===== src/verilog/bus_space_decoder_regs.vh =====
// constants of the bus space decoder and its configuration register bank
// assumes a 32-bit AHB-Lite slave port and a single 125 MHz clock
`ifndef BUS_SPACE_DECODER_REGS_VH
`define BUS_SPACE_DECODER_REGS_VH

// **************************************************************
// register byte addresses (halfword index = offset bits 7:1)
// **************************************************************
`define BSD_REG_BASE        32'hFFFF8620
`define BSD_OFS_BCFG1       32'hFFFF8620
`define BSD_OFS_BCFG2       32'hFFFF8622
`define BSD_OFS_WAIT1       32'hFFFF8624
`define BSD_OFS_WAIT2       32'hFFFF8626
`define BSD_OFS_DRAMC       32'hFFFF862A
`define BSD_OFS_RFCS        32'hFFFF862C
`define BSD_OFS_RFCNT       32'hFFFF862E
`define BSD_OFS_RFCOR       32'hFFFF8630
`define BSD_OFS_CTRL        32'hFFFF8640

// **************************************************************
// reset values
// **************************************************************
`define BSD_RST_BCFG1       16'h200F
`define BSD_RST_BCFG2       16'hFFFF
`define BSD_RST_WAIT1       16'hFFFF
`define BSD_RST_WAIT2       16'h000F
`define BSD_RST_DRAMC       16'h0000
`define BSD_RST_RFCS        16'h0000
`define BSD_RST_RFCNT       16'h0000
`define BSD_RST_RFCOR       16'h0000

// **************************************************************
// first bus config register fields
// **************************************************************
`define BSD_BCFG1_WMASK     16'h21FF
`define BSD_BIT_TIMER_EN    13
`define BSD_BIT_MUX_EN      8
`define BSD_BIT_LONG0       4
`define BSD_BIT_SIZE0       0

// **************************************************************
// space codes and width codes
// **************************************************************
`define BSD_SP_NONE         4'h0
`define BSD_SP_ROM          4'h1
`define BSD_SP_RAM          4'h2
`define BSD_SP_PERIPH       4'h3
`define BSD_SP_RESERVED     4'h4
`define BSD_SP_AREA0        4'h5
`define BSD_SP_AREA1        4'h6
`define BSD_SP_AREA2        4'h7
`define BSD_SP_AREA3        4'h8
`define BSD_SP_DRAM         4'h9
`define BSD_W8              2'h0
`define BSD_W16             2'h1
`define BSD_W32             2'h2
`define BSD_ROM_TOP         32'h0003FFFF
`define BSD_AREA0_ROM_BASE  32'h00200000
`define BSD_PERIPH_LO       32'hFFFF8000
`define BSD_PERIPH_HI       32'hFFFF87FF
`define BSD_RAM_LO          32'hFFFFF000

`endif


===== src/verilog/bus_space_decoder.v =====
// bus space decoder with its configuration register bank
// assumes an AHB-Lite master for registers, a cpu address strobe,
// and a power-on reset distinct from the manual reset input
`timescale 1ns/100ps
`include "bus_space_decoder_regs.vh"

module bus_space_decoder (
    input  wire        i_clk,          // 125 MHz system clock
    input  wire        i_arst_n,       // power-on reset, async, low
    input  wire        i_manual_rst,   // manual reset, registers keep
    input  wire        i_standby,      // standby, registers frozen
    input  wire        i_hsel,         // ahb slave select
    input  wire [31:0] i_haddr,        // ahb address
    input  wire [1:0]  i_htrans,       // ahb transfer type
    input  wire        i_hwrite,       // ahb write
    input  wire [2:0]  i_hsize,        // ahb size
    input  wire [31:0] i_hwdata,       // ahb write data
    input  wire        i_hready,       // ahb bus ready
    output reg  [31:0] o_hrdata,       // ahb read data
    output reg         o_hreadyout,    // ahb slave ready
    output reg         o_hresp,        // ahb response, always okay
    input  wire        i_cpu_req,      // cpu access strobe
    input  wire [31:0] i_cpu_addr,     // cpu 32-bit address
    input  wire        i_rom_en,       // on-chip rom in use
    input  wire        i_single_chip,  // single-chip mode
    input  wire        i_mode_wide,    // mode pin for area zero width
    input  wire        i_big_pkg,      // largest package variant
    output reg  [3:0]  o_space,        // decoded space code
    output reg  [1:0]  o_bus_width,    // width code 8/16/32
    output reg  [21:0] o_ext_addr,     // external address pins
    output reg         o_area_zero_select_n,  // area zero select
    output reg         o_area_one_select_n,   // area one select
    output reg         o_area_two_select_n,   // area two select
    output reg         o_area_three_select_n, // area three select
    output reg         o_area3_mux,    // area three multiplexed
    output reg         o_pulse_timer_unit_en, // timer reg access enable
    output reg         o_dec_valid     // decode result valid pulse
);

    // **************************************************************
    // register bank
    // **************************************************************
    reg [15:0] regs_q [0:7];           // eight 16-bit registers
    reg        ctrl_q;                 // manual reset latch status
    reg        wr_pend_q;              // data phase of a write
    reg [3:0]  wr_idx_q;               // register slot of write, 15 = unmapped
    reg [2:0]  wr_size_q;              // size of write
    reg [1:0]  wr_lane_q;              // byte address bits
    reg        rd_pend_q;              // data phase of a read
    reg [31:0] rd_addr_q;              // offset from register base of the access, read or write
    integer    k;

    wire [31:0] rel_addr = i_haddr - `BSD_REG_BASE;
    wire        acc = i_hsel && i_hready && i_htrans[1];

    // map halfword index to register slot, 15 = unmapped
    function [3:0] slot;
        input [31:0] ofs;
        begin
            case (ofs[7:1])
                7'h00: slot = 4'h0;
                7'h01: slot = 4'h1;
                7'h02: slot = 4'h2;
                7'h03: slot = 4'h3;
                7'h05: slot = 4'h4;
                7'h06: slot = 4'h5;
                7'h07: slot = 4'h6;
                7'h08: slot = 4'h7;
                default: slot = 4'hF;
            endcase
            if (ofs[31:8] != 24'h0)
                slot = 4'hF;
        end
    endfunction

    // reset value per slot
    function [15:0] rst_val;
        input [2:0] s;
        begin
            case (s)
                3'h0: rst_val = `BSD_RST_BCFG1;
                3'h1: rst_val = `BSD_RST_BCFG2;
                3'h2: rst_val = `BSD_RST_WAIT1;
                3'h3: rst_val = `BSD_RST_WAIT2;
                3'h4: rst_val = `BSD_RST_DRAMC;
                3'h5: rst_val = `BSD_RST_RFCS;
                3'h6: rst_val = `BSD_RST_RFCNT;
                default: rst_val = `BSD_RST_RFCOR;
            endcase
        end
    endfunction

    // write data of one halfword slot given lane bytes
    wire [15:0] wsel_hw = wr_lane_q[1] ? i_hwdata[31:16] : i_hwdata[15:0];

    // **************************************************************
    // ahb data phase and register writes
    // **************************************************************
    // only power-on reset clears; manual reset and standby hold
    always @(posedge i_clk or negedge i_arst_n) begin
        if (!i_arst_n) begin
            for (k = 0; k < 8; k = k + 1)
                regs_q[k] <= rst_val(k[2:0]);
            wr_pend_q   <= 1'b0;
            wr_idx_q    <= 4'h0;
            wr_size_q   <= 3'h0;
            wr_lane_q   <= 2'h0;
            rd_pend_q   <= 1'b0;
            rd_addr_q   <= 32'h0;
            ctrl_q      <= 1'b0;
        end else begin
            wr_pend_q <= acc && i_hwrite;
            rd_pend_q <= acc && !i_hwrite;
            if (acc) begin
                wr_idx_q  <= slot(rel_addr);
                wr_size_q <= i_hsize;
                wr_lane_q <= i_haddr[1:0];
                rd_addr_q <= rel_addr;
            end
            if (i_manual_rst)
                ctrl_q <= 1'b1;        // manual reset seen
            // writes ignored in standby
            if (wr_pend_q && !i_standby) begin
                if (wr_size_q == 3'h2) begin
                    // word access: both halfwords of the word
                    write_hw(slot({rd_addr_q[31:2], 2'h0}), i_hwdata[15:0], 2'h3);
                    write_hw(slot({rd_addr_q[31:2], 2'h2}), i_hwdata[31:16], 2'h3);
                end else if (wr_size_q == 3'h1) begin
                    write_hw(wr_idx_q, wsel_hw, 2'h3);
                end else begin
                    // odd byte address sits on the high byte lane
                    write_hw(wr_idx_q, wsel_hw, wr_lane_q[0] ? 2'h2 : 2'h1);
                end
            end
        end
    end

    // halfword write with byte enables (bit1 = high byte)
    task write_hw;
        input [3:0]  s;
        input [15:0] v;
        input [1:0]  be;
        reg   [15:0] m;
        begin
            m = {{8{be[1]}}, {8{be[0]}}};
            if (s == 4'h0)
                m = m & `BSD_BCFG1_WMASK;
            if (s[3] == 1'b0)
                regs_q[s[2:0]] <= (regs_q[s[2:0]] & ~m) | (v & m);
        end
    endtask

    // read mux: word returns the aligned halfword pair
    wire [3:0]  rs_lo = slot({rd_addr_q[31:2], 2'h0});
    wire [3:0]  rs_hi = slot({rd_addr_q[31:2], 2'h2});
    wire [15:0] rd_lo = (rs_lo[3] == 1'b0) ? regs_q[rs_lo[2:0]] : 16'h0000;
    wire [15:0] rd_hi = (rs_hi[3] == 1'b0) ? regs_q[rs_hi[2:0]] : 16'h0000;
    wire [31:0] ctrl_word = {31'h0, ctrl_q};
    wire        is_ctrl = (rd_addr_q == (`BSD_OFS_CTRL - `BSD_REG_BASE));

    // **************************************************************
    // bus outputs
    // **************************************************************
    // writes zero wait; reads get one wait state so that the
    // registered read data stands at the end of the data phase
    always @(posedge i_clk or negedge i_arst_n) begin
        if (!i_arst_n) begin
            o_hrdata    <= 32'h0;
            o_hreadyout <= 1'b1;
            o_hresp     <= 1'b0;
        end else begin
            o_hreadyout <= !(acc && !i_hwrite);
            o_hresp     <= 1'b0;
            if (acc && !i_hwrite)
                o_hrdata <= 32'h0;
            if (rd_pend_q)
                o_hrdata <= is_ctrl ? ctrl_word : {rd_hi, rd_lo};
        end
    end

    // **************************************************************
    // address decode
    // **************************************************************
    wire [15:0] b1 = regs_q[0];
    reg  [3:0]  sp_d;
    reg  [1:0]  w_d;

    // width of an ordinary area from long/size bits
    function [1:0] area_w;
        input lg;
        input sz;
        begin
            area_w = lg ? `BSD_W32 : (sz ? `BSD_W16 : `BSD_W8);
        end
    endfunction

    always @* begin
        sp_d = `BSD_SP_RESERVED;
        w_d  = `BSD_W32;
        if (i_cpu_addr[31:24] == 8'h00) begin
            case (i_cpu_addr[23:22])
                2'h0: begin
                    if (i_rom_en) begin
                        if (i_cpu_addr <= `BSD_ROM_TOP)
                            sp_d = `BSD_SP_ROM;
                        else if (i_cpu_addr >= `BSD_AREA0_ROM_BASE) begin
                            sp_d = `BSD_SP_AREA0;
                            w_d  = area_w(b1[4], b1[0]);
                        end
                    end else begin
                        sp_d = `BSD_SP_AREA0;
                        w_d  = i_big_pkg ? (i_mode_wide ? `BSD_W32 : `BSD_W16)
                                         : (i_mode_wide ? `BSD_W16 : `BSD_W8);
                    end
                end
                2'h1: begin
                    sp_d = `BSD_SP_AREA1;
                    w_d  = area_w(b1[5], b1[1]);
                end
                2'h2: begin
                    sp_d = `BSD_SP_AREA2;
                    w_d  = area_w(b1[6], b1[2]);
                end
                default: begin
                    sp_d = `BSD_SP_AREA3;
                    if (b1[`BSD_BIT_MUX_EN])
                        w_d = i_cpu_addr[14] ? `BSD_W16 : `BSD_W8;
                    else
                        w_d = area_w(b1[7], b1[3]);
                end
            endcase
        end else if (i_cpu_addr[31:24] == 8'h01) begin
            sp_d = `BSD_SP_DRAM;
            w_d  = area_w(regs_q[4][1], regs_q[4][0]);
        end else if (i_cpu_addr >= `BSD_RAM_LO) begin
            sp_d = `BSD_SP_RAM;
        end else if (i_cpu_addr >= `BSD_PERIPH_LO && i_cpu_addr <= `BSD_PERIPH_HI) begin
            sp_d = `BSD_SP_PERIPH;
            w_d  = `BSD_W16;
        end
        if (i_single_chip && sp_d >= `BSD_SP_AREA0)
            sp_d = `BSD_SP_RESERVED;
    end

    // **************************************************************
    // registered decode outputs
    // **************************************************************
    // one select at most, only for external areas
    always @(posedge i_clk or negedge i_arst_n) begin
        if (!i_arst_n) begin
            o_space               <= `BSD_SP_NONE;
            o_bus_width           <= `BSD_W32;
            o_ext_addr            <= 22'h0;
            o_area_zero_select_n  <= 1'b1;
            o_area_one_select_n   <= 1'b1;
            o_area_two_select_n   <= 1'b1;
            o_area_three_select_n <= 1'b1;
            o_area3_mux           <= 1'b0;
            o_pulse_timer_unit_en <= 1'b1;
            o_dec_valid           <= 1'b0;
        end else begin
            o_dec_valid           <= i_cpu_req;
            o_space               <= i_cpu_req ? sp_d : `BSD_SP_NONE;
            o_bus_width           <= w_d;
            o_ext_addr            <= i_cpu_addr[21:0];
            o_area_zero_select_n  <= !(i_cpu_req && sp_d == `BSD_SP_AREA0);
            o_area_one_select_n   <= !(i_cpu_req && sp_d == `BSD_SP_AREA1);
            o_area_two_select_n   <= !(i_cpu_req && sp_d == `BSD_SP_AREA2);
            o_area_three_select_n <= !(i_cpu_req && sp_d == `BSD_SP_AREA3);
            o_area3_mux           <= b1[`BSD_BIT_MUX_EN];
            o_pulse_timer_unit_en <= b1[`BSD_BIT_TIMER_EN];
        end
    end

endmodule // bus_space_decoder


===== config.mk =====
export PLATFORM = sky130hd
export DESIGN_NAME = bus_space_decoder
export DESIGN_NICKNAME = d
export VERILOG_FILES = /design/src/verilog/bus_space_decoder.v
export VERILOG_INCLUDE_DIRS = /design/src /design/src/verilog
export SDC_FILE = /design/constraint.sdc
export NUM_CORES = 1
export LEC_CHECK = 0
export BUFFER_PORTS_ARGS = -buffer_cell sky130_fd_sc_hd__buf_2
export CAP_MARGIN = 20
export CORE_ASPECT_RATIO = 1.75
export CORE_MARGIN = 3
export CORE_UTILIZATION = 35
export DETAILED_ROUTE_END_ITERATION = 7
export PLACE_DENSITY_LB_ADDON = 0.05
export SKIP_LAST_GASP = 1
export SLEW_MARGIN = 15
export SYNTH_ARGS = -nofsm -noshare
export SYNTH_HDL_FRONTEND = slang
export SYNTH_SLANG_ARGS = --single-unit
export TNS_END_PERCENT = 10

===== constraint.sdc =====
create_clock -name i_clk -period 3.6 [get_ports i_clk]
set_clock_uncertainty 0.15 [all_clocks]
set_input_delay 0 -clock i_clk [delete_from_list [all_inputs] [get_ports i_clk]]
set_output_delay 0 -clock i_clk [all_outputs]
set_load 0.01 [all_outputs]

==> results of run 1 <==
power breakdown:
| part | leakage, µW | switching [µW] | internal [µW] |
|---|---|---|---|
| clock | 0.000410 | 1160 | 1560 |
| sequential | 0.00300 | 152 | 2800 |
| combinational | 0.00422 | 714 | 521 |
path summary, 6_finish.rpt:
check	end	startpoint	slack, ns	cells past startpoint
max	o_area_two_select_n$_DFF_PN1_	i_cpu_addr[28]	0.14	11
min	o_bus_width[0]$_DFF_PN0_	i_cpu_addr[30]	0.03	5
max reg2reg	regs_q[39]$_DFFE_PN0P_	wr_size_q[0]$_DFFE_PN0P_	0.42	7
min reg2reg	o_pulse_timer_unit_en$_DFF_PN1_	b1[13]$_DFFE_PN1P_	0.27	0
max in group asynchronous	b1[7]$_DFFE_PN0P_	i_arst_n	2.21	4
min in group asynchronous	regs_q[102]$_DFFE_PN1P_	i_arst_n	0.50	3
sequential cells by signal, indices dropped and copies added (netlist names), 2 cells and up:
register and flops:
regs_q 112, o_bus_width 2, o_hrdata 32, o_ext_addr 22
wr_size_q 3, o_space 4, b1 16, wr_idx_q 4
rd_addr_q 31
routing by layer:
layer	part of all wire	vias up	wire [µm]	global-route usage
met5	0	-	0	0
met4	0.073	0	4021	0.1679
met3	0.051	172	2823	0.03077
met2	0.53	535	29150	0.4901
met1	0.35	6255	19350	0.2816
li1	-	5792	-	-
through the flow:
stage | power, µW | std cells | cell area, µm²
after floorplan | 3551 | 1365 | 13420
after global placement | 4054 | 1992 | 15070
after detailed placement | 4064 | 1992 | 15070
after CTS | 6960 | 2204 | 17600
after global routing | 7183 | 2206 | 17620
final | 6903 | 2206 | 17620
area by class of cell:
class,count,area (µm²)
clock buffer,35,733.2
multi-input combinational,1012,6939
fill,3649,20140
sequential,238,6018
inverter,18,67.56
timing repair buffer,414,3158
clock inverter,9,100.1
tap,480,600.6
logic make-up after synthesis:
family,Yosys count,synth area share
mux,108,0.1025
fa+ha+maj,10,0.009323
flops,238,0.4483
other cells,1,0.0002794
buf+inv,115,0.03617
simple gates,471,0.1764
compound gates,402,0.2141
xor+xnor,20,0.01305
Yosys cell counts, types with 6 or more instances:
library cell | number | share of area
sky130_fd_sc_hd__dfstp_2 | 48 | 0.094
sky130_fd_sc_hd__dfrtp_1 | 190 | 0.35
sky130_fd_sc_hd__a31oi_1 | 11 | 0.0051
sky130_fd_sc_hd__a22oi_1 | 35 | 0.020
sky130_fd_sc_hd__o2bb2ai_1 | 16 | 0.010
sky130_fd_sc_hd__mux2i_1 | 53 | 0.040
sky130_fd_sc_hd__nand4_1 | 17 | 0.0079
sky130_fd_sc_hd__nor2b_1 | 19 | 0.0089
sky130_fd_sc_hd__o31ai_1 | 8 | 0.0045
sky130_fd_sc_hd__a221oi_1 | 13 | 0.0085
sky130_fd_sc_hd__a21o_1 | 9 | 0.0050
sky130_fd_sc_hd__mux4_2 | 20 | 0.034
sky130_fd_sc_hd__a32oi_1 | 6 | 0.0039
sky130_fd_sc_hd__clkbuf_1 | 68 | 0.019
sky130_fd_sc_hd__a21oi_1 | 45 | 0.017
sky130_fd_sc_hd__nor4_1 | 16 | 0.0075
sky130_fd_sc_hd__o21ai_1 | 7 | 0.0026
sky130_fd_sc_hd__nand3_1 | 17 | 0.0063
sky130_fd_sc_hd__nor2_1 | 144 | 0.040
sky130_fd_sc_hd__ha_1 | 10 | 0.0093
sky130_fd_sc_hd__o22ai_1 | 22 | 0.010
sky130_fd_sc_hd__mux2_2 | 35 | 0.029
sky130_fd_sc_hd__buf_2 | 19 | 0.0071
sky130_fd_sc_hd__a22o_1 | 9 | 0.0059
sky130_fd_sc_hd__nor3_1 | 7 | 0.0026
sky130_fd_sc_hd__inv_1 | 17 | 0.0048
sky130_fd_sc_hd__nand2b_1 | 23 | 0.011
sky130_fd_sc_hd__a221o_1 | 53 | 0.040
sky130_fd_sc_hd__xor2_1 | 10 | 0.0065
sky130_fd_sc_hd__nor3b_1 | 6 | 0.0034
sky130_fd_sc_hd__a32o_1 | 10 | 0.0075
sky130_fd_sc_hd__o21ai_0 | 105 | 0.039
sky130_fd_sc_hd__xnor2_1 | 10 | 0.0065
sky130_fd_sc_hd__nand2_1 | 162 | 0.045
sky130_fd_sc_hd__nor4_4 | 6 | 0.0095
sky130_fd_sc_hd__or2_2 | 6 | 0.0028
worst reg2reg max path, cell delays in order (launching register included):
cell	delay, ns
sky130_fd_sc_hd__dfrtp_1	0.45
sky130_fd_sc_hd__nor3b_2	0.62
sky130_fd_sc_hd__nand4_1	0.25
sky130_fd_sc_hd__nor4_4	0.31
sky130_fd_sc_hd__a41oi_1	0.12
sky130_fd_sc_hd__buf_4	0.29
sky130_fd_sc_hd__a221o_1	0.32
sky130_fd_sc_hd__dlygate4sd3_1	0.56
what timing repair did:
| item | in CTS | in global routing |
|---|---|---|
| endpoints found under the setup margin | 0 | 5 |
| hold endpoints to repair | 402 | 0 |
| buffers inserted | 0 | 2 |
| hold buffers | 168 | 0 |
==> metrics.md, run 1 <==
| Metric | Value |
|---|---|
| Outcome | complete, no violations |
| Final core occ | 0.4666 |
| Fraction of layout cells with a size suffix above 1 | 0.2497 |
| Post-Syn Instances | 1365 |
| Setup WS post-layout | 0.1406 ns |
| Vias in the first global route | 13489 |
| Wire length of the first global-routing pass | around 83000 µm |
| Pin count of the biggest net entering global routing | 96 |
| Die outline area | 40820 µm² |
| Placement Setup Slack | 0.6118 ns |
| Wire length reported by the detailed router | 55350 µm |
| Global placement routability congestion | 0.9087 |
| Cells along the critical path | dlygate4sd3_1, buf_2, nor3_1, dlygate4sd3_1, nand2_1, nor2_1, dlygate4sd3_1, o2111a_1, dlygate4sd3_1, o2111ai_1, dlygate4sd3_1 |
| Per-cell via count in the routed design | 5.782 |
| Clock sink count | 238 |
| Endpoints failing setup | 0 |
| Synthesized flop and latch total | 238 |
| Primary flip-flop cell chosen by synthesis mapping | sky130_fd_sc_hd__dfrtp_1 |
| Clock Root Buffer | sky130_fd_sc_hd__clkbuf_16 |
| Total of cells resized after clock tree synthesis | 0 |
| Net total in the final layout | ~1800 |
| Largest fanout on the critical path | 3 |
| CP required | ~4 ns |
| Routed WL per cell | 25.09 µm |
| Buffers from clock root to sink, at most | 3 |
| Endpoint type of the worst setup path | flop |
| Path type of the worst min-delay path | input pin to flop |
| Relative slew slack | 0.3649 |
| Row Count | 94 |
| Post-synthesis instance area | 13420 µm² |
| Die Y-Extent | 265.0 µm |
| Distinct cell type count of the synthesized netlist | 85 |
| Total Routing Usage GR | 0.2648 |
| Critical-path cell with the highest stage delay | sky130_fd_sc_hd__dlygate4sd3_1 |
| Achievable clock frequency | 289.1 MHz |
| Via count | 12754 |
| Final worst path period share | 0.9609 |
| First-pass iteration count of the detailed router | 5 |
| Post-Route Setup TNS | 0 ns |
| Area Overhead vs Synth | 31.27% |
| Least-Margin Pin Slew | 0.9427 ns |
| Number of flops mapped to enable cells by yosys | 0 |
| Number of routed nets with antenna violations | 0 |
| Maximum vdd drop | 307.8 µV |
| Pwr per Cell Area | ~390 nW/µm² |
| Setup crit start kind | input pin |
| Most common cell after layout, fill and taps aside | sky130_fd_sc_hd__dfrtp_1 |
| Syn_nets | 1488 |
| Io pins | 182 |
| Initial Util | 0.3555 |
| Number of port buffers | 179 |
| Core Box Area | ~38000 µm² |
| Clock latency on the worst-skew pair | 0.55 ns |
| First-iteration detailed-routing DRC count | around 1000 |
| Family of cells with the greatest summed delay on the critical path | buffers and inverters |
| Critical setup path kind | input pin to flop |
| Sequential area share after synthesis | 0.4483 |
| Number of antenna violations at the first check in global routing | 0 |
| Max stage delay on crit path | approximately 0.6 ns |
| Detailed-route DRC error count | 0 |
| Mean post-synth cell area | 9.832 µm² |
| Number of max-slew violations in the final report | 0 |
| Clock tree from TritonCTS | yes |
| Commonest cells after routing, fill and taps aside | sky130_fd_sc_hd__dfrtp_1, sky130_fd_sc_hd__buf_2, sky130_fd_sc_hd__dlygate4sd3_1, sky130_fd_sc_hd__nand2_1, sky130_fd_sc_hd__nor2_1 |
| HPWL after detailed placement | 39140 µm |
| Register clock-pin slew on the reported worst setup and hold paths | 0.07 ns |
| Hold slack | 0.02534 ns |
| Most common cell on crit path | sky130_fd_sc_hd__dlygate4sd3_1 |
| H-tree depth | 1 |
| Min cycle time layout | 3.459 ns |
| Arrival time at the worst endpoint | 3.78 ns |
| Ant diodes | 0 |
| Die Width | 154.0 µm |
| Fraction of registers with async set or reset after synthesis | 1.000 |
| Cts bufs inserted | 25 |
| Unrepaired setup endpoints after global routing | yes |
| Combined buffer and inverter count along the critical path | 6 |
| Max_cap viols | 0 |
| Overflow left after global routing | 0 |
| Final Hold Viols | 0 |
| Warnings, synthesis | 0 |
| Leakage power total | 0.007636 µW |
Power figures use the tool's default switching activity.
==> run 2, diff against run 1 <==
--- a/config.mk
+++ b/config.mk
@@ -6,6 +6,7 @@
 export SDC_FILE = /design/constraint.sdc
 export NUM_CORES = 1
 export LEC_CHECK = 0
+export ABC_AREA = 1
 export BUFFER_PORTS_ARGS = -buffer_cell sky130_fd_sc_hd__buf_2
 export CAP_MARGIN = 20
 export CORE_ASPECT_RATIO = 1.75
==> run 2 against run 1 <==
Sequential power up 16%. Flip-flop and latch count unchanged. Die area up 5.9%. Largest cell class unchanged.
==> metrics.md, run 2 <==
| Metric | Value |
|---|---|
| Outcome | complete, no violations (unchanged) |
| Critical path origin | i_cpu_addr[30] (was i_cpu_addr[28]) |
| Number of flops mapped to enable cells by yosys | 0 (unchanged) |
| R2r endpoint | regs_q[95]$_DFFE_PN1P_ (was regs_q[39]$_DFFE_PN0P_) |
| Number of port buffers | 179 (unchanged) |
| Endpoints failing setup | 0 (unchanged) |
| Worst Reg2Reg Path Length in Cells | 13 (was 7) |
| Detailed-route DRC error count | 0 (unchanged) |
| Max FFs per register | 112 (unchanged) |
| Pin count of the biggest net entering global routing | 89 (was 96) |
| Cell types occupying the most area after synthesis | sky130_fd_sc_hd__dfrtp_1, sky130_fd_sc_hd__nand2_1, sky130_fd_sc_hd__dfstp_2, sky130_fd_sc_hd__o21ai_0, sky130_fd_sc_hd__inv_1 (was sky130_fd_sc_hd__dfrtp_1, sky130_fd_sc_hd__dfstp_2, sky130_fd_sc_hd__nand2_1, sky130_fd_sc_hd__nor2_1, sky130_fd_sc_hd__a221o_1) |
| Biggest registers after layout | regs_q: 112 flops, o_hrdata: 32 flops, rd_addr_q: 31 flops (unchanged) |
| Sequential area share after synthesis | 0.4226 (was 0.4483) |
| Buffers from clock root to sink, at most | 3 (unchanged) |
| Overflow left after global routing | 0 (unchanged) |
| Cell types with the highest counts after synthesis | sky130_fd_sc_hd__nand2_1, sky130_fd_sc_hd__inv_1, sky130_fd_sc_hd__o21ai_0 (was sky130_fd_sc_hd__dfrtp_1, sky130_fd_sc_hd__nand2_1, sky130_fd_sc_hd__nor2_1) |
| Unrepaired setup endpoints after global routing | yes (unchanged) |
| H-tree depth | 1 (unchanged) |
| Wire length of the first global-routing pass | 86740 µm (was 83190 µm) |
| Leakage power total | 0.009205 µW (was 0.007636 µW) |
| Number of antenna violations at the first check in global routing | 0 (unchanged) |
| Fraction of registers with async set or reset after synthesis | 1.000 (unchanged) |
| Largest fanout on the critical path | 5 (was 3) |
| Clock tree from TritonCTS | yes (unchanged) |
| Setup crit start kind | input pin (unchanged) |
| Path type of the worst min-delay path | input pin to flop (unchanged) |
| Maximum vdd drop | 295.4 µV (was 307.8 µV) |
| Least-Margin Pin Slew | 0.9811 ns (was 0.9427 ns) |
| Ant diodes | 0 (unchanged) |
| Global placement routability congestion | 0.9177 (was 0.9087) |
| First-iteration detailed-routing DRC count | 1414 (was 1009) |
| HPWL after detailed placement | 43620 µm (was 39140 µm) |
| Die outline area | 43220 µm² (was 40820 µm²) |
| Area share of the largest cell type after synthesis | 0.3340 (was 0.3543) |
| Register-to-Register Setup Slack | 0.23 ns (was 0.42 ns) |
| Warnings, synthesis | 0 (unchanged) |
| Post-Syn Instances | 2029 (was 1365) |
| Net total in the final layout | 2492 (was 1832) |
| Register ranked first by flip-flop count | regs_q (unchanged) |
| Io pins | 182 (unchanged) |
| Wire length reported by the detailed router | 57760 µm (was 55350 µm) |
| Fill cell total of the finished layout | 4142 (was 3649) |
| CP required | 3.93 ns (was 3.92 ns) |
| Area Overhead vs Synth | 29.69% (was 31.27%) |
| Number of max-slew violations in the final report | 0 (unchanged) |
| Most common cell after layout, fill and taps aside | sky130_fd_sc_hd__nand2_1 (was sky130_fd_sc_hd__dfrtp_1) |
| Synthesized flop and latch total | 238 (unchanged) |
| Endpoint type of the worst setup path | flop (unchanged) |
| Clock sink count | 238 (unchanged) |
| Row Count | 97 (was 94) |
| Per-cell via count in the routed design | 5.218 (was 5.782) |
| Last element of the critical path | o_area_one_select_n$_DFF_PN1_ (was o_area_two_select_n$_DFF_PN1_) |
| Placed inst area | 15750 µm² (was 15070 µm²) |
| Max_cap viols | 0 (unchanged) |
| Final worst path period share | 0.9693 (was 0.9609) |
| Library cell with the highest instance count after synthesis | sky130_fd_sc_hd__nand2_1 (was sky130_fd_sc_hd__dfrtp_1) |
| First-pass iteration count of the detailed router | 6 (was 5) |
| Commonest cells after routing, fill and taps aside | sky130_fd_sc_hd__nand2_1, sky130_fd_sc_hd__inv_1, sky130_fd_sc_hd__o21ai_0, sky130_fd_sc_hd__dfrtp_1, sky130_fd_sc_hd__dlygate4sd3_1 (was sky130_fd_sc_hd__dfrtp_1, sky130_fd_sc_hd__buf_2, sky130_fd_sc_hd__dlygate4sd3_1, sky130_fd_sc_hd__nand2_1, sky130_fd_sc_hd__nor2_1) |
| Number of placed cells counting well taps | 2654 (was 1992) |
| Pwr per Cell Area | 468.7 nW/µm² (was 391.8 nW/µm²) |
| Core Box Area | 40050 µm² (was 37750 µm²) |
| Post-synthesis instance area | 14230 µm² (was 13420 µm²) |
| Hold path depth | 6 (was 5) |
| Distinct cell type count of the synthesized netlist | 55 (was 85) |
| Relative slew slack | 0.3415 (was 0.3649) |
| Critical setup path kind | input pin to flop (unchanged) |
| Routed WL per cell | 20.04 µm (was 25.09 µm) |
| Via count | 15038 (was 12754) |
| Clock latency on the worst-skew pair | 0.54 ns (was 0.55 ns) |
| Cts bufs inserted | 25 (unchanged) |
| Die Width | 158.4 µm (was 154.0 µm) |
| Min cycle time layout | 3.490 ns (was 3.459 ns) |
| Primary flip-flop cell chosen by synthesis mapping | sky130_fd_sc_hd__dfrtp_1 (unchanged) |
| Final Instance Count excl. Fillers | 2882 (was 2206) |
| Arrival time at the worst endpoint | 3.82 ns (was 3.78 ns) |
| Launch point of the worst reg-to-reg path | rd_addr_q[2]$_DFFE_PN0P_ (was wr_size_q[0]$_DFFE_PN0P_) |
| Total Routing Usage GR | 0.2626 (was 0.2648) |
| Register clock-pin slew on the reported worst setup and hold paths | 0.06 ns (was 0.07 ns) |
| Post-route standard cell area excluding fillers | 18460 µm² (was 17620 µm²) |
| Vias in the first global route | 14542 (was 13489) |
| Final Hold Viols | 0 (unchanged) |
| Mean post-synth cell area | 7.015 µm² (was 9.832 µm²) |
| Cell type with the largest total area after synthesis | sky130_fd_sc_hd__dfrtp_1 (unchanged) |
| Number of routed nets with antenna violations | 0 (unchanged) |
| Syn_nets | 2152 (was 1488) |
| Fraction of layout cells with a size suffix above 1 | 0.1462 (was 0.2497) |
| Initial Util | 0.3554 (was 0.3555) |
| Clock Root Buffer | sky130_fd_sc_hd__clkbuf_16 (unchanged) |
| Die Y-Extent | 272.8 µm (was 265.0 µm) |
| Achievable clock frequency | 286.6 MHz (was 289.1 MHz) |
## run 2: report_power, final
part | leakage, µW | switching (µW) | total (µW) | internal (µW)
clock | 0.000417 | 1200 | 2830 | 1630
combinational | 0.00589 | 1530 | 2380 | 854
sequential | 0.00289 | 309 | 3440 | 3130
## run 2: metal layers
| metal | part of all wire | track usage | vias up |
|---|---|---|---|
| met1 | 0.38 | 0.3055 | 7026 |
| met5 | 0 | 0 | - |
| met2 | 0.53 | 0.4901 | 574 |
| met3 | 0.054 | 0.02012 | 106 |
| met4 | 0.044 | 0.1029 | 0 |
| li1 | - | - | 7332 |
## run 2: final cells by class
class | count | area (µm²) | area share
multi-input combinational | 1455 | 6937 | 0.3758
clock inverter | 16 | 203.9 | 0.01105
sequential | 238 | 6016 | 0.3259
inverter | 240 | 903.4 | 0.04894
timing repair buffer | 409 | 3110 | 0.1685
tap | 495 | 619.3 | 0.03355
clock buffer | 29 | 670.6 | 0.03633
## run 2: logic make-up after synthesis
logic type,synth area share
fa+ha+maj,0.008790
compound gates,0.1872
simple gates,0.2787
flops,0.4226
xor+xnor,0.01046
other cells,0.0002635
buf+inv,0.09195
## run 2: how the worst min path moves through the flow
stage	from	end	slack, ns
floorplan	i_arst_n	b1[10]$_DFFE_PN0P_	-0.45
global placement	i_arst_n	o_hrdata[3]$_DFFE_PN0P_	-0.04
detailed placement	i_arst_n	o_hrdata[3]$_DFFE_PN0P_	-0.04
CTS	i_manual_rst	ctrl_q$_DFFE_PN0P_	0.005
global route	i_cpu_req	o_dec_valid$_DFF_PN0_	0.04
finish	i_mode_wide	o_bus_width[1]$_DFF_PN1_	0.03
## run 2: critical path: stages
cell                            delay (ns)
sky130_fd_sc_hd__dlygate4sd3_1        0.54
sky130_fd_sc_hd__buf_2                0.14
sky130_fd_sc_hd__nor2_1               0.07
sky130_fd_sc_hd__dlygate4sd3_1        0.58
sky130_fd_sc_hd__nand2_1              0.05
sky130_fd_sc_hd__dlygate4sd3_1        0.59
sky130_fd_sc_hd__nor2_4               0.17
sky130_fd_sc_hd__dlygate4sd3_1        0.64
sky130_fd_sc_hd__inv_1                0.10
sky130_fd_sc_hd__nor2_1               0.09
sky130_fd_sc_hd__a21oi_1              0.12
sky130_fd_sc_hd__dlygate4sd3_1        0.62
sky130_fd_sc_hd__nand3_1              0.10
## run 2: through the flow
stage / hold slack (ns) / worst slack [ns] / total power, µW / setup TNS, ns / utilization
after global routing: 0.03733 / -0.07655 / 9125 / -0.2095 / 0.4609
after detailed placement: -0.03785 / 0.4839 / 5616 / 0 / 0.3933
after floorplan: -0.4456 / 1.232 / 4721 / 0 / -
after CTS: 0.005393 / 0.03133 / 8693 / 0 / 0.4604
after global placement: -0.03714 / 0.5841 / 5586 / 0 / 0.3933
final: 0.03324 / 0.1104 / 8653 / 0 / 0.4609
## run 2: timing repair
action | in CTS | in global routing
hold buffers | 181 | 0
gates resized for setup | 0 | 2
setup endpoints to repair | 0 | 13
setup buffers | 0 | 2
hold endpoints to repair | 361 | 0
==> run 3, diff against run 2 <==
--- a/config.mk
+++ b/config.mk
@@ -14,8 +14,8 @@
 export CORE_UTILIZATION = 35
 export DETAILED_ROUTE_END_ITERATION = 7
 export PLACE_DENSITY_LB_ADDON = 0.05
+export SETUP_SLACK_MARGIN = 0.5
 export SKIP_LAST_GASP = 1
-export SLEW_MARGIN = 15
 export SYNTH_ARGS = -nofsm -noshare
 export SYNTH_HDL_FRONTEND = slang
 export SYNTH_SLANG_ARGS = --single-unit
==> run 3 against run 2 <==
Routed wire length barely moved. Non-clock buffer count shrank 7. Largest power group unchanged. Via count increased by 0.43%. Utilization fell by 0.12 points. Register-to-register slack gained 0.43 ns. Sequential power hardly changed.
==> metrics.md, run 3 (synthesis gave the netlist of run 2 again) <==
| Metric | Value |
|---|---|
| Outcome | complete, no violations (unchanged) |
| Number of max-slew violations in the final report | 0 (unchanged) |
| Commonest cells after routing, fill and taps aside | sky130_fd_sc_hd__nand2_1, sky130_fd_sc_hd__inv_1, sky130_fd_sc_hd__o21ai_0, sky130_fd_sc_hd__dfrtp_1, sky130_fd_sc_hd__buf_2 (was sky130_fd_sc_hd__nand2_1, sky130_fd_sc_hd__inv_1, sky130_fd_sc_hd__o21ai_0, sky130_fd_sc_hd__dfrtp_1, sky130_fd_sc_hd__dlygate4sd3_1) |
| Endpoints failing setup | 0 (unchanged) |
| Biggest registers after layout | regs_q: 112 flops, o_hrdata: 32 flops, rd_addr_q: 31 flops (unchanged) |
| Hold_sp | i_mode_wide (unchanged) |
| Least-Margin Pin Slew | 1.011 ns (was 0.9811 ns) |
| Buffers from clock root to sink, at most | 3 (unchanged) |
| Launch point of the worst reg-to-reg path | rd_addr_q[2]$_DFFE_PN0P_ (unchanged) |
| Clock Root Buffer | sky130_fd_sc_hd__clkbuf_16 (unchanged) |
| Per-cell via count in the routed design | 5.253 (was 5.218) |
| Initial Util | 0.3554 (unchanged) |
| Final worst path period share | 0.8370 (was 0.9693) |
| Ant diodes | 0 (unchanged) |
| Maximum vdd drop | 297.4 µV (was 295.4 µV) |
| Combined buffer and inverter count along the critical path | 6 (was 7) |
| Critical path origin | i_haddr[5] (was i_cpu_addr[30]) |
| Fraction of layout cells with a size suffix above 1 | 0.1500 (was 0.1462) |
| Routed WL per cell | 20.08 µm (was 20.04 µm) |
| Fraction of power spent switching nets | 0.3518 (was 0.3508) |
| Final Instance Count excl. Fillers | 2875 (was 2882) |
| Number of antenna violations at the first check in global routing | 0 (unchanged) |
| Cts bufs inserted | 25 (unchanged) |
| Critical-path cell with the highest stage delay | sky130_fd_sc_hd__dlygate4sd3_1 (unchanged) |
| Register ranked first by flip-flop count | regs_q (unchanged) |
| Arrival time at the worst endpoint | 3.34 ns (was 3.82 ns) |
| Detailed-route DRC error count | 0 (unchanged) |
| Tot Pwr | 8634 µW (was 8653 µW) |
| Pin count of the biggest net entering global routing | 89 (unchanged) |
| Leakage power total | 0.009172 µW (was 0.009205 µW) |
| Clock latency on the worst-skew pair | 0.54 ns (about the same) |
| Io pins | 182 (unchanged) |
| Via count | 15102 (was 15038) |
| Die Width | 158.4 µm (unchanged) |
| Clock tree from TritonCTS | yes (unchanged) |
| Number of port buffers | 179 (unchanged) |
| Logic pwr share | 0.273 (was 0.275) |
| Area Overhead vs Synth | 29.34% (was 29.69%) |
| Cells along the critical path | dlygate4sd3_1, buf_2, inv_1, ha_1, nand3_1, nand2_1, nand2_1, nand4_1, nor2_1, xor2_1, dlygate4sd3_1, inv_1, o21ai_0, dlygate4sd3_1 (was dlygate4sd3_1, buf_2, nor2_1, dlygate4sd3_1, nand2_1, dlygate4sd3_1, nor2_4, dlygate4sd3_1, inv_1, nor2_1, a21oi_1, dlygate4sd3_1, nand3_1) |
| CP required | 3.93 ns (about the same) |
| Number of placed cells counting well taps | 2654 (unchanged) |
| Max stage delay on crit path | 0.57 ns (was 0.64 ns) |
| Global placement routability congestion | 0.9177 (unchanged) |
| Relative slew slack | 0.3212 (was 0.3415) |
| Overflow left after global routing | 0 (unchanged) |
| First-iteration detailed-routing DRC count | 1473 (was 1414) |
| Min cycle time layout | 3.013 ns (was 3.490 ns) |
| First-pass iteration count of the detailed router | 6 (unchanged) |
| Core Box Area | 40050 µm² (unchanged) |
| Row Count | 97 (unchanged) |
| Max_cap viols | 0 (unchanged) |
| Critical setup path kind | input pin to flop (unchanged) |
| Wire length of the first global-routing pass | 86550 µm (was 86740 µm) |
| Register clock-pin slew on the reported worst setup and hold paths | 0.06 ns (about the same) |
| Vias in the first global route | 14458 (was 14542) |
| Final Hold Viols | 0 (unchanged) |
| Internal power | 5597 µW (was 5617 µW) |
| Max FFs per register | 112 (unchanged) |
| Post-Route Setup TNS | 0 ns (unchanged) |
| Most common cell on crit path | sky130_fd_sc_hd__dlygate4sd3_1 (unchanged) |
| Setup crit start kind | input pin (unchanged) |
| Share of total power in sequential cells | 0.399 (was 0.398) |
| Family of cells with the greatest summed delay on the critical path | buffers and inverters (unchanged) |
| Number of routed nets with antenna violations | 0 (unchanged) |
| Largest fanout on the critical path | 5 (unchanged) |
| Path type of the worst min-delay path | input pin to flop (unchanged) |
| Pwr per Cell Area | 469.0 nW/µm² (was 468.7 nW/µm²) |
| Relative contribution of the clock network to total power | 0.329 (was 0.327) |
| Endpoint type of the worst setup path | flop (unchanged) |
| H-tree depth | 1 (unchanged) |
| Register-to-Register Setup Slack | 0.66 ns (was 0.23 ns) |
| Unrepaired setup endpoints after global routing | yes (unchanged) |
| Hold slack | 0.03010 ns (was 0.03324 ns) |
| Net total in the final layout | 2485 (was 2492) |
| Clock sink count | 238 (unchanged) |
| Achievable clock frequency | 331.9 MHz (was 286.6 MHz) |
| Die Y-Extent | 272.8 µm (unchanged) |
| Die outline area | 43220 µm² (unchanged) |
| HPWL after detailed placement | 43620 µm (unchanged) |
| Most common cell after layout, fill and taps aside | sky130_fd_sc_hd__nand2_1 (unchanged) |
| Switching power | 3037 µW (was 3035 µW) |
| Wire length reported by the detailed router | 57730 µm (was 57760 µm) |
| Total Routing Usage GR | 0.2621 (was 0.2626) |
run 3: cell count changes in the layout (fill, tap and decap cells not counted), sizes merged:
cell         change
dlygate4sd3      -6
clkinvlp         +1
inv              -1
buf              -1
run 3: worst min-delay path, stage by stage:
cell and delay, ns:
sky130_fd_sc_hd__buf_2 0.08, sky130_fd_sc_hd__ha_1 0.14, sky130_fd_sc_hd__o211ai_1 0.10, sky130_fd_sc_hd__a31oi_1 0.18
sky130_fd_sc_hd__o21ai_0 0.12, sky130_fd_sc_hd__inv_1 0.06
run 3: power groups by stage:
stage	Combinational (µW)	Sequential, µW	Clock [µW]
2_1_floorplan	1350	3370	0
3_3_place_gp	2120	3470	0
3_5_place_dp	2140	3480	0
4_1_cts	2330	3430	2910
5_1_grt	2610	3480	3010
6_report	2350	3440	2840
run 3: cell type report:
type | instances | area (µm²)
Tap cell | 495 | 619.3
Timing Repair Buffer | 402 | 3043
Clock inverter | 16 | 203.9
Multi-Input combinational cell | 1455 | 6950
Sequential cell | 238 | 6016
Inverter | 240 | 907.1
Fill cell | 4150 | 21640
Clock buffer | 29 | 670.6
run 3: path summary, 6_finish.rpt:
check                                                   to  cells after the start
max                              rd_addr_q[31]$_DFFE_PN0P_                     14
min                               o_bus_width[1]$_DFF_PN1_                      6
max reg2reg                        o_hrdata[4]$_DFFE_PN0P_                     11
min reg2reg                o_pulse_timer_unit_en$_DFF_PN1_                      0
max in group asynchronous           regs_q[50]$_DFFE_PN0P_                      4
min in group asynchronous          o_hrdata[2]$_DFFE_PN0P_                      3
run 3: timing repair:
action,in CTS,in global routing
setup buffers,0,1
gates resized for setup,1,10
setup endpoints to repair,4,27
hold buffers,175,0
pin swaps,0,1
endpoints found under the hold margin,361,0
run 3: per-stage QoR:
stage / cell area, µm² / setup WS, ns / utilization
CTS: 18380 / 0.5717 / 0.4589
detailed placement: 15750 / 0.4839 / 0.3933
global route: 18410 / 0.3950 / 0.4597
global placement: 15750 / 0.5841 / 0.3933
finish: 18410 / 0.5867 / 0.4597
floorplan: 14230 / 1.232 / -
run 3: layer usage:
layer,global-route usage,vias to the layer above,share of wire,wire [µm]
met5,0,-,0,0
met4,0.1013,0,0.042,2415
met3,0.02012,99,0.052,3027
met2,0.4899,599,0.53,30560
met1,0.3049,7087,0.38,21730
li1,-,7317,-,-
